$ cat src/scr_pkg.sv
package scr_pkg;

    // Register offsets on the serial control port.
    localparam logic [14:0] SCR_ADDR_USER_CFG  = 15'h0010;
    localparam logic [14:0] SCR_ADDR_CAPT_CTRL = 15'h0029;
    localparam logic [14:0] SCR_ADDR_CLK_IN    = 15'h002A;
    localparam logic [14:0] SCR_ADDR_NOISE     = 15'h002B;
    localparam logic [14:0] SCR_ADDR_POS_LO    = 15'h002C;
    localparam logic [14:0] SCR_ADDR_POS_MID   = 15'h002D;
    localparam logic [14:0] SCR_ADDR_POS_HI    = 15'h002E;

    // Reset values.
    localparam logic [7:0] SCR_RST_USER_CFG  = 8'h00;
    localparam logic [7:0] SCR_RST_CAPT_CTRL = 8'h80;
    localparam logic [7:0] SCR_RST_CLK_IN    = 8'h00;
    localparam logic [7:0] SCR_RST_NOISE     = 8'h10;

    // Field positions.
    localparam int SCR_BIT_ADDR_HOLD  = 0;
    localparam int SCR_BIT_PROC_EN    = 6;
    localparam int SCR_BIT_RECV_EN    = 5;
    localparam int SCR_BIT_FINE_STEP  = 4;
    localparam int SCR_TAP_MSB        = 3;
    localparam int SCR_BIT_INVERT     = 0;
    localparam int SCR_BIT_SYNC_PECL  = 1;
    localparam int SCR_BIT_CLK_PECL   = 2;
    localparam int SCR_BIT_CLK_RAIL   = 0;
    localparam int SCR_BIT_ANA_RAIL   = 2;

    // Serial frame layout: read flag, 15 address bits, then data bytes.
    localparam logic [4:0] SCR_HDR_BITS = 5'h10;

endpackage : scr_pkg

$ cat src/scr_sync2.sv
`timescale 1ns/1ps

// Two-flop synchroniser for pin inputs.
module scr_sync2 (
    // Clock and reset.
    input  wire logic clk_sys,
    input  wire logic resetn,
    // Pin in, synchronised level out.
    input  wire logic pin_in,
    output logic      sync_out
);

    // State: first and second stage.
    typedef struct packed {
        logic s1;
        logic s2;
    } scr_sync_t;

    scr_sync_t st_q;
    scr_sync_t st_d;

    // The first stage feeds only the second.
    always_comb begin
        st_d.s1 = pin_in;
        st_d.s2 = st_q.s1;
    end

    // Register both stages.
    always_ff @(posedge clk_sys or negedge resetn) begin
        if (!resetn) begin
            st_q <= '0;
        end else begin
            st_q <= st_d;
        end
    end

    assign sync_out = st_q.s2;

endmodule : scr_sync2

$ cat src/scr_regs.sv
`timescale 1ns/1ps

module scr_regs
    import scr_pkg::*;
(
    // Clock and reset.
    input  wire logic        clk_sys,
    input  wire logic        resetn,
    // Serial control port pins (sampled in the clk_sys domain).
    input  wire logic        port_csn,
    input  wire logic        port_sclk,
    input  wire logic        port_sdi,
    output logic             port_sdo,
    output logic             port_sdo_oe,
    // Address direction from the main configuration register.
    input  wire logic        addr_ascend,
    // Capture position status from the window detector.
    input  wire logic [23:0] sync_capture_position,
    // Sync path controls.
    output logic             sync_processor_enable,
    output logic             sync_receiver_enable,
    output logic             window_fine_step,
    output logic [3:0]       sync_delay_tap_select,
    output logic             sync_polarity_invert,
    output logic             device_clock_pecl_mode,
    output logic             sync_input_pecl_mode,
    output logic             analog_rail_noise_suppress,
    output logic             clock_rail_noise_suppress
);

    // Synchronised pin levels.
    logic            csn_s;     // Select, high while the port is idle.
    logic            sclk_s;    // Serial clock.
    logic            sdi_s;     // Serial data in.
    logic [2:0]      pins_raw;  // Pin levels, ordered select, clock, data.
    wire logic [2:0] pins_s;    // The same levels after two flops.

    assign pins_raw = {port_csn, port_sclk, port_sdi};

    // Each pin passes two flops before any logic reads it; a pin that
    // moves near a clock edge can only unsettle the first stage.
    for (genvar g = 0; g < $bits(pins_raw); g++) begin : g_sync
        scr_sync2 u_sync (
            .clk_sys  (clk_sys),
            .resetn   (resetn),
            .pin_in   (pins_raw[g]),
            .sync_out (pins_s[g])
        );
    end

    // Name the synchronised levels for the framing logic.
    assign csn_s  = pins_s[2];
    assign sclk_s = pins_s[1];
    assign sdi_s  = pins_s[0];

    // Whole state of the block.
    typedef struct packed {
        logic        sclk_prev;  // Last synchronised clock level.
        logic [4:0]  bit_cnt;    // Bits seen in current header or byte.
        logic        in_data;    // Header done, data bytes flowing.
        logic        rd;         // Access is a read.
        logic [14:0] addr;       // Current register address.
        logic [7:0]  sh_in;      // Incoming shift register.
        logic [7:0]  sh_out;     // Outgoing shift register.
        logic        sdo;        // Serial data out.
        logic        sdo_oe;     // Serial out enable.
        logic [7:0]  user_cfg;   // User serial configuration.
        logic [7:0]  capt_ctrl;  // Sync capture control.
        logic [7:0]  clk_in;     // Clock input configuration.
        logic [7:0]  noise;      // Supply noise control.
    } scr_state_t;

    // Registered state and its next value.
    scr_state_t st_q;
    scr_state_t st_d;

    // Read mux over the register map.
    function automatic logic [7:0] rd_mux(input scr_state_t s, input logic [14:0] a);
        logic [7:0] v;
        v = 8'h00;
        unique case (a)
            SCR_ADDR_USER_CFG:  v = s.user_cfg;
            SCR_ADDR_CAPT_CTRL: v = s.capt_ctrl;
            SCR_ADDR_CLK_IN:    v = s.clk_in;
            SCR_ADDR_NOISE:     v = s.noise;
            // Capture position status, low byte at the lowest address.
            SCR_ADDR_POS_LO:    v = sync_capture_position[7:0];
            SCR_ADDR_POS_MID:   v = sync_capture_position[15:8];
            SCR_ADDR_POS_HI:    v = sync_capture_position[23:16];
            // Unmapped addresses read as zero.
            default:            v = 8'h00;
        endcase
        return v;
    endfunction : rd_mux

    // Next address for streaming: hold, ascend or descend.
    function automatic logic [14:0] next_addr(input scr_state_t s);
        logic [14:0] n;
        // Start from the current address so every path assigns n.
        n = s.addr;
        if (s.user_cfg[SCR_BIT_ADDR_HOLD]) begin
            n = s.addr;
        end else if (addr_ascend) begin
            n = s.addr + 15'h0001;
        end else begin
            n = s.addr - 15'h0001;
        end
        return n;
    endfunction : next_addr

    // Helpers of the framing process, all set at its top.
    logic       rise;     // Serial clock went high this cycle.
    logic       fall;     // Serial clock went low this cycle.
    logic [7:0] byte_in;  // Shift register with this bit appended.

    // Serial framing, register writes and read shifting.
    always_comb begin
        st_d      = st_q;
        // Edge detect on the synchronised clock; it resets low, like the idle pin.
        rise      = sclk_s & ~st_q.sclk_prev;
        fall      = ~sclk_s & st_q.sclk_prev;
        // The data bit is taken together with the clock rise it belongs to.
        byte_in   = {st_q.sh_in[6:0], sdi_s};
        st_d.sclk_prev = sclk_s;
        if (csn_s) begin
            // Deselected: frame ends, output released.
            st_d.bit_cnt = 5'h00;
            st_d.in_data = 1'b0;
            st_d.sdo_oe  = 1'b0;
            st_d.sdo     = 1'b0;
        end else if (rise) begin
            // Every rise shifts one bit in and counts it.
            st_d.sh_in   = byte_in;
            st_d.bit_cnt = st_q.bit_cnt + 5'h01;
            if (!st_q.in_data) begin
                // Header: read flag then address, MSB first.
                if (st_q.bit_cnt == 5'h00) begin
                    st_d.rd = sdi_s;
                end else begin
                    st_d.addr = {st_q.addr[13:0], sdi_s};
                end
                // Last header bit: fetch the first read byte from the full address.
                if (st_q.bit_cnt == SCR_HDR_BITS - 5'h01) begin
                    st_d.in_data = 1'b1;
                    st_d.bit_cnt = 5'h00;
                    st_d.sh_out  = rd_mux(st_q, {st_q.addr[13:0], sdi_s});
                end
            end else if (st_q.bit_cnt == 5'h07) begin
                // A full data byte: write it unless the access is a read, then step the address.
                // A byte cut short by the select rising is dropped.
                st_d.bit_cnt = 5'h00;
                if (!st_q.rd) begin
                    unique case (st_q.addr)
                        SCR_ADDR_USER_CFG:  st_d.user_cfg  = byte_in;
                        SCR_ADDR_CAPT_CTRL: st_d.capt_ctrl = byte_in;
                        SCR_ADDR_CLK_IN:    st_d.clk_in    = byte_in;
                        SCR_ADDR_NOISE:     st_d.noise     = byte_in;
                        // Status and unmapped addresses take no write.
                        default:            st_d.noise     = st_q.noise;
                    endcase
                end
                // Hold, ascend or descend, then preload the next read byte.
                st_d.addr   = next_addr(st_q);
                st_d.sh_out = rd_mux(st_q, next_addr(st_q));
            end
        end else if (fall && st_q.in_data && st_q.rd) begin
            // Read data goes out MSB first on the falling edge, three clocks after the pin falls, so with
            // four-clock levels it stands about one system clock before the host samples it at the rise.
            st_d.sdo_oe = 1'b1;
            st_d.sdo    = st_q.sh_out[7];
            st_d.sh_out = {st_q.sh_out[6:0], 1'b0};
        end
    end

    // Register the state; reset loads the power-on defaults.
    // The reset branch assigns constants only.
    always_ff @(posedge clk_sys or negedge resetn) begin
        if (!resetn) begin
            // Fields without a default of their own clear to zero.
            st_q           <= '0;
            st_q.user_cfg  <= SCR_RST_USER_CFG;
            st_q.capt_ctrl <= SCR_RST_CAPT_CTRL;
            st_q.clk_in    <= SCR_RST_CLK_IN;
            st_q.noise     <= SCR_RST_NOISE;
        end else begin
            st_q <= st_d;
        end
    end

    // Control outputs come straight from the register flops, so no decode glitch reaches a pin.
    // Serial read driver.
    assign port_sdo                   = st_q.sdo;
    assign port_sdo_oe                = st_q.sdo_oe;
    // Sync capture control fields.
    assign sync_processor_enable      = st_q.capt_ctrl[SCR_BIT_PROC_EN];
    assign sync_receiver_enable       = st_q.capt_ctrl[SCR_BIT_RECV_EN];
    assign window_fine_step           = st_q.capt_ctrl[SCR_BIT_FINE_STEP];
    assign sync_delay_tap_select      = st_q.capt_ctrl[SCR_TAP_MSB:0];
    // Input mode and polarity fields.
    assign sync_polarity_invert       = st_q.clk_in[SCR_BIT_INVERT];
    assign device_clock_pecl_mode     = st_q.clk_in[SCR_BIT_CLK_PECL];
    assign sync_input_pecl_mode       = st_q.clk_in[SCR_BIT_SYNC_PECL];
    // Rail noise suppression controls.
    assign analog_rail_noise_suppress = st_q.noise[SCR_BIT_ANA_RAIL];
    assign clock_rail_noise_suppress  = st_q.noise[SCR_BIT_CLK_RAIL];

endmodule : scr_regs

$ cat config.mk
export PLATFORM = sky130hd
export DESIGN_NAME = scr_regs
export DESIGN_NICKNAME = d
export VERILOG_FILES = /design/src/scr_pkg.sv /design/src/scr_sync2.sv /design/src/scr_regs.sv
export SDC_FILE = /design/constraint.sdc
export NUM_CORES = 1
export LEC_CHECK = 0
export BUFFER_PORTS_ARGS = -buffer_cell sky130_fd_sc_hd__buf_2
export CAP_MARGIN = 10
export CORE_MARGIN = 5
export CORE_UTILIZATION = 25
export CTS_CLUSTER_DIAMETER = 30
export DETAILED_ROUTE_END_ITERATION = 7
export PLACE_DENSITY = 0.47
export SETUP_SLACK_MARGIN = 0.3
export SYNTH_ARGS = -nofsm -noshare
export SYNTH_HDL_FRONTEND = slang
export SYNTH_HIERARCHICAL = 1
export SYNTH_SLANG_ARGS = --single-unit
$ cat constraint.sdc
create_clock -name clk_sys -period 4.45 [get_ports clk_sys]
set_clock_uncertainty 0.2 [all_clocks]
set_input_delay 0.89 -clock clk_sys [delete_from_list [all_inputs] [get_ports clk_sys]]
set_output_delay 0.89 -clock clk_sys [all_outputs]
set_load 0.05 [all_outputs]
==> impl_metrics.tcl <==
set metrics [dict create \
    outcome "finished, final reports clean" \
    floorplan.initialDensity 0.252 \
    synth_flop_cell "dfrtp_1" \
    die_h_um 161 \
    place.gp.congestion 0.902 \
    post-route-period-util 0.857 \
    antenna_found_initial 0 \
    grt-ovfl-total 0 \
    max_clock_freq_ghz 0.262 \
    cts_inserted_buffers 9 \
    startpoint_type "input pin" \
    dp_hpwl_um 13400 \
    finalSetupViolCount 0 \
    clk_latency_ns 0.35 \
    grt_pass1_wl_um 29400 \
    cts_tree "done" \
    critPathMaxFanout 8 \
    drv_cap 0 \
    die_area_um2 25800 \
    drv_slew 0 \
    hold_viol_final 0 \
    yosysTopAreaCellShare 0.335 \
    area_growth_pct 15.7 \
    p_leak_nw 2.78 \
    cts_resized 0 \
    synth-seq-cells 78 \
    synth_edf_count 0 \
    ios 44 \
    postSynthCellCount 630 \
    peakVddDrop_mv 0.234 \
    first_iter_violations 354 \
    synth_most_common_cell "dfrtp_1" \
    tns_ns 0 \
    rsz0062_at_grt "no" \
    yosysTopAreaCell "dfrtp_1" \
    ant_nets 0 \
    synthTopCellsByArea "dfrtp_1 (34%), mux2_2 (8.3%), mux2i_1 (4.6%)" \
    path_class "in -> reg" \
    grt_max_degree 79 \
    fin_total_pwr_w 0.00339 \
    p_per_area_nw_per_um2 517 \
    clkSinkCount 78 \
    cts-htree-levels 3 \
    drive_gt1_frac 0.213 \
    worst_path_largest_cell_delay_ns 0.57 \
    first_pass_iters 4 \
    layout.nets 714 \
    synth_nets 678 \
    drc 0 \
    num_antenna_cells 0 \
    port_buffers 43 \
    grt_pass1_vias 5098 \
    worstMarginPinSlew_ns 1.04 \
    die_w_um 161 \
    yosysWarningCount 6 \
    cts_hold_buf 0 \
    cts_setup_buffers 0 \
    cp_cell_sequence "buf_2, inv_1, ha_1, o211ai_1, o21ai_1, o22ai_1, a211oi_2, nor3_1, buf_4, and2_1, a2111oi_0, o31ai_1" \
    wl_per_cell_um 18.8 \
    avgSynthCellArea_um2 9.00 \
    synth_top_cells_by_count "dfrtp_1 (76), nand2_1 (56), nor2_1 (46)" \
    min_path_type "reg -> reg" \
    placementRows 55 \
    clk_path_buf_depth 2 \
    core_region_area_um2 22500 \
    async_flop_share 1.00 \
    gr-usage-all-layers 0.142 \
    finalWirelength_um 18000 \
    slew_headroom 0.306 \
    slowest_stage "a2111oi_0" \
    yosysSeqAreaShare 0.345 \
    cp-end-kind "register" \
    syn_area_um2 5670 \
    cts_root_buf "clkbuf_16" \
    fin_crit_ns 3.81 \
    critPathRequiredTime_ns 4.46 \
    synth_cell_type_count 73 \
    clkTransAtPathRegs_ns 0.06 \
    vias_per_cell 5.37 \
    route.vias.total 5136 \
    arrival_ns 3.83 \
]
[area by class of cell]
class                      instances  area, um2
tap                              285        357
inverter                          20       75.1
fill                            2359      15900
clock inverter                     7       80.1
timing repair buffer              67        410
multi-input combinational        490       3460
sequential                        78       1950
clock buffer                       9        225
[registers in the layout, indices dropped and copies added (netlist names), 3 cells and up]
register,cells
st_q,51
byte_in,7
sync_delay_tap_select,4
g_sync.u_sync/st_d,3
g_sync.u_sync/sync_out,3
[routing by layer]
metal | global-route usage | vias to the layer above | wire length, um
met5 | 0 | - | 0
met4 | 0.0458 | 0 | 452
met3 | 0.0251 | 30 | 798
met2 | 0.220 | 136 | 8100
met1 | 0.200 | 2514 | 8650
li1 | - | 2456 | -
[worst paths after layout]
kind | slack [ns] | endpoint | startpoint | cells past startpoint
worst max-delay path | 0.64 | st_q[37]$_DFFE_PN0P_ | addr_ascend | 12
worst min-delay path | 0.15 | g_sync[0].u_sync/sync_out$_DFF_PN0_ | g_sync[0].u_sync/st_d[0]$_DFF_PN0_ | 0
worst max register to register | 0.84 | st_q[37]$_DFFE_PN0P_ | st_q[52]$_DFFE_PN0P_ | 10
worst min register to register | 0.15 | g_sync[0].u_sync/sync_out$_DFF_PN0_ | g_sync[0].u_sync/st_d[0]$_DFF_PN0_ | 0
max in group asynchronous | 2.86 | st_q[60]$_DFFE_PN0P_ | resetn | 1
min in group asynchronous | 0.52 | byte_in[5]$_DFFE_PN0P_ | resetn | 1
[cell usage in the layout (no fill, tap or decap), drive strengths merged, types with 4 or more instances in the layout]
cell type,synthesis,layout
ha,17,17
nand4,9,9
nand2,56,56
dfrtp,76,76
buf,19,67
a32o,5,5
or2,4,4
o211ai,7,7
clkbuf,23,9
o31ai,9,9
inv,20,24
mux2,42,42
o21ai,28,28
a22o,7,7
xnor2,6,6
o22ai,6,6
nand2b,9,9
nor2,46,46
nand3,21,21
nor3,16,16
mux2i,26,26
nor4b,5,5
a21o,10,10
or3,7,7
nor4,8,8
and3,12,12
a221oi,4,4
a31oi,6,6
o32ai,4,4
nor2b,4,4
a211oi,8,8
and2,7,7
a21oi,35,35
a2111oi,4,4
a22oi,14,14
nor3b,5,5
[critical path: cells and delay by family]
family / cells / cell delay [ns]
AOI/OAI and AO/OA: 6 / 1.81
buffers and inverters: 3 / 0.41
and+or+nand+nor: 2 / 0.26
adders and majority gates: 1 / 0.46
[stage by stage]
stage / cells / hold WS (ns) / utilization / instance area [um2] / setup WS (ns)
3_5_place_dp: 940 / 0.136 / 0.278 / 6250 / 0.222
5_1_grt: 956 / 0.161 / 0.292 / 6560 / 0.369
3_3_place_gp: 940 / 0.133 / 0.278 / 6250 / 0.241
4_1_cts: 956 / 0.151 / 0.291 / 6560 / 0.603
6_report: 956 / 0.149 / 0.292 / 6560 / 0.637
2_1_floorplan: 630 / 0.131 / - / 5670 / 0.636
[report_power, final]
part	switching, W	internal [W]	total, W
Clock	0.000332	0.000444	0.000776
Combinational	0.000973	0.000649	0.00162
Sequential	0.000181	0.000810	0.000992
[cells by family (layout without fill, tap and decap cells)]
| kind of cell | after synthesis | count (layout) | share of synthesized area |
|---|---|---|---|
| compound gates | 178 | 178 | 0.225 |
| buf+inv | 62 | 103 | 0.0465 |
| xor+xnor | 9 | 9 | 0.0139 |
| simple gates | 217 | 217 | 0.200 |
| mux | 68 | 68 | 0.129 |
| flops | 78 | 78 | 0.345 |
| fa+ha+maj | 18 | 18 | 0.0410 |
(Power assumes the default switching activity.)
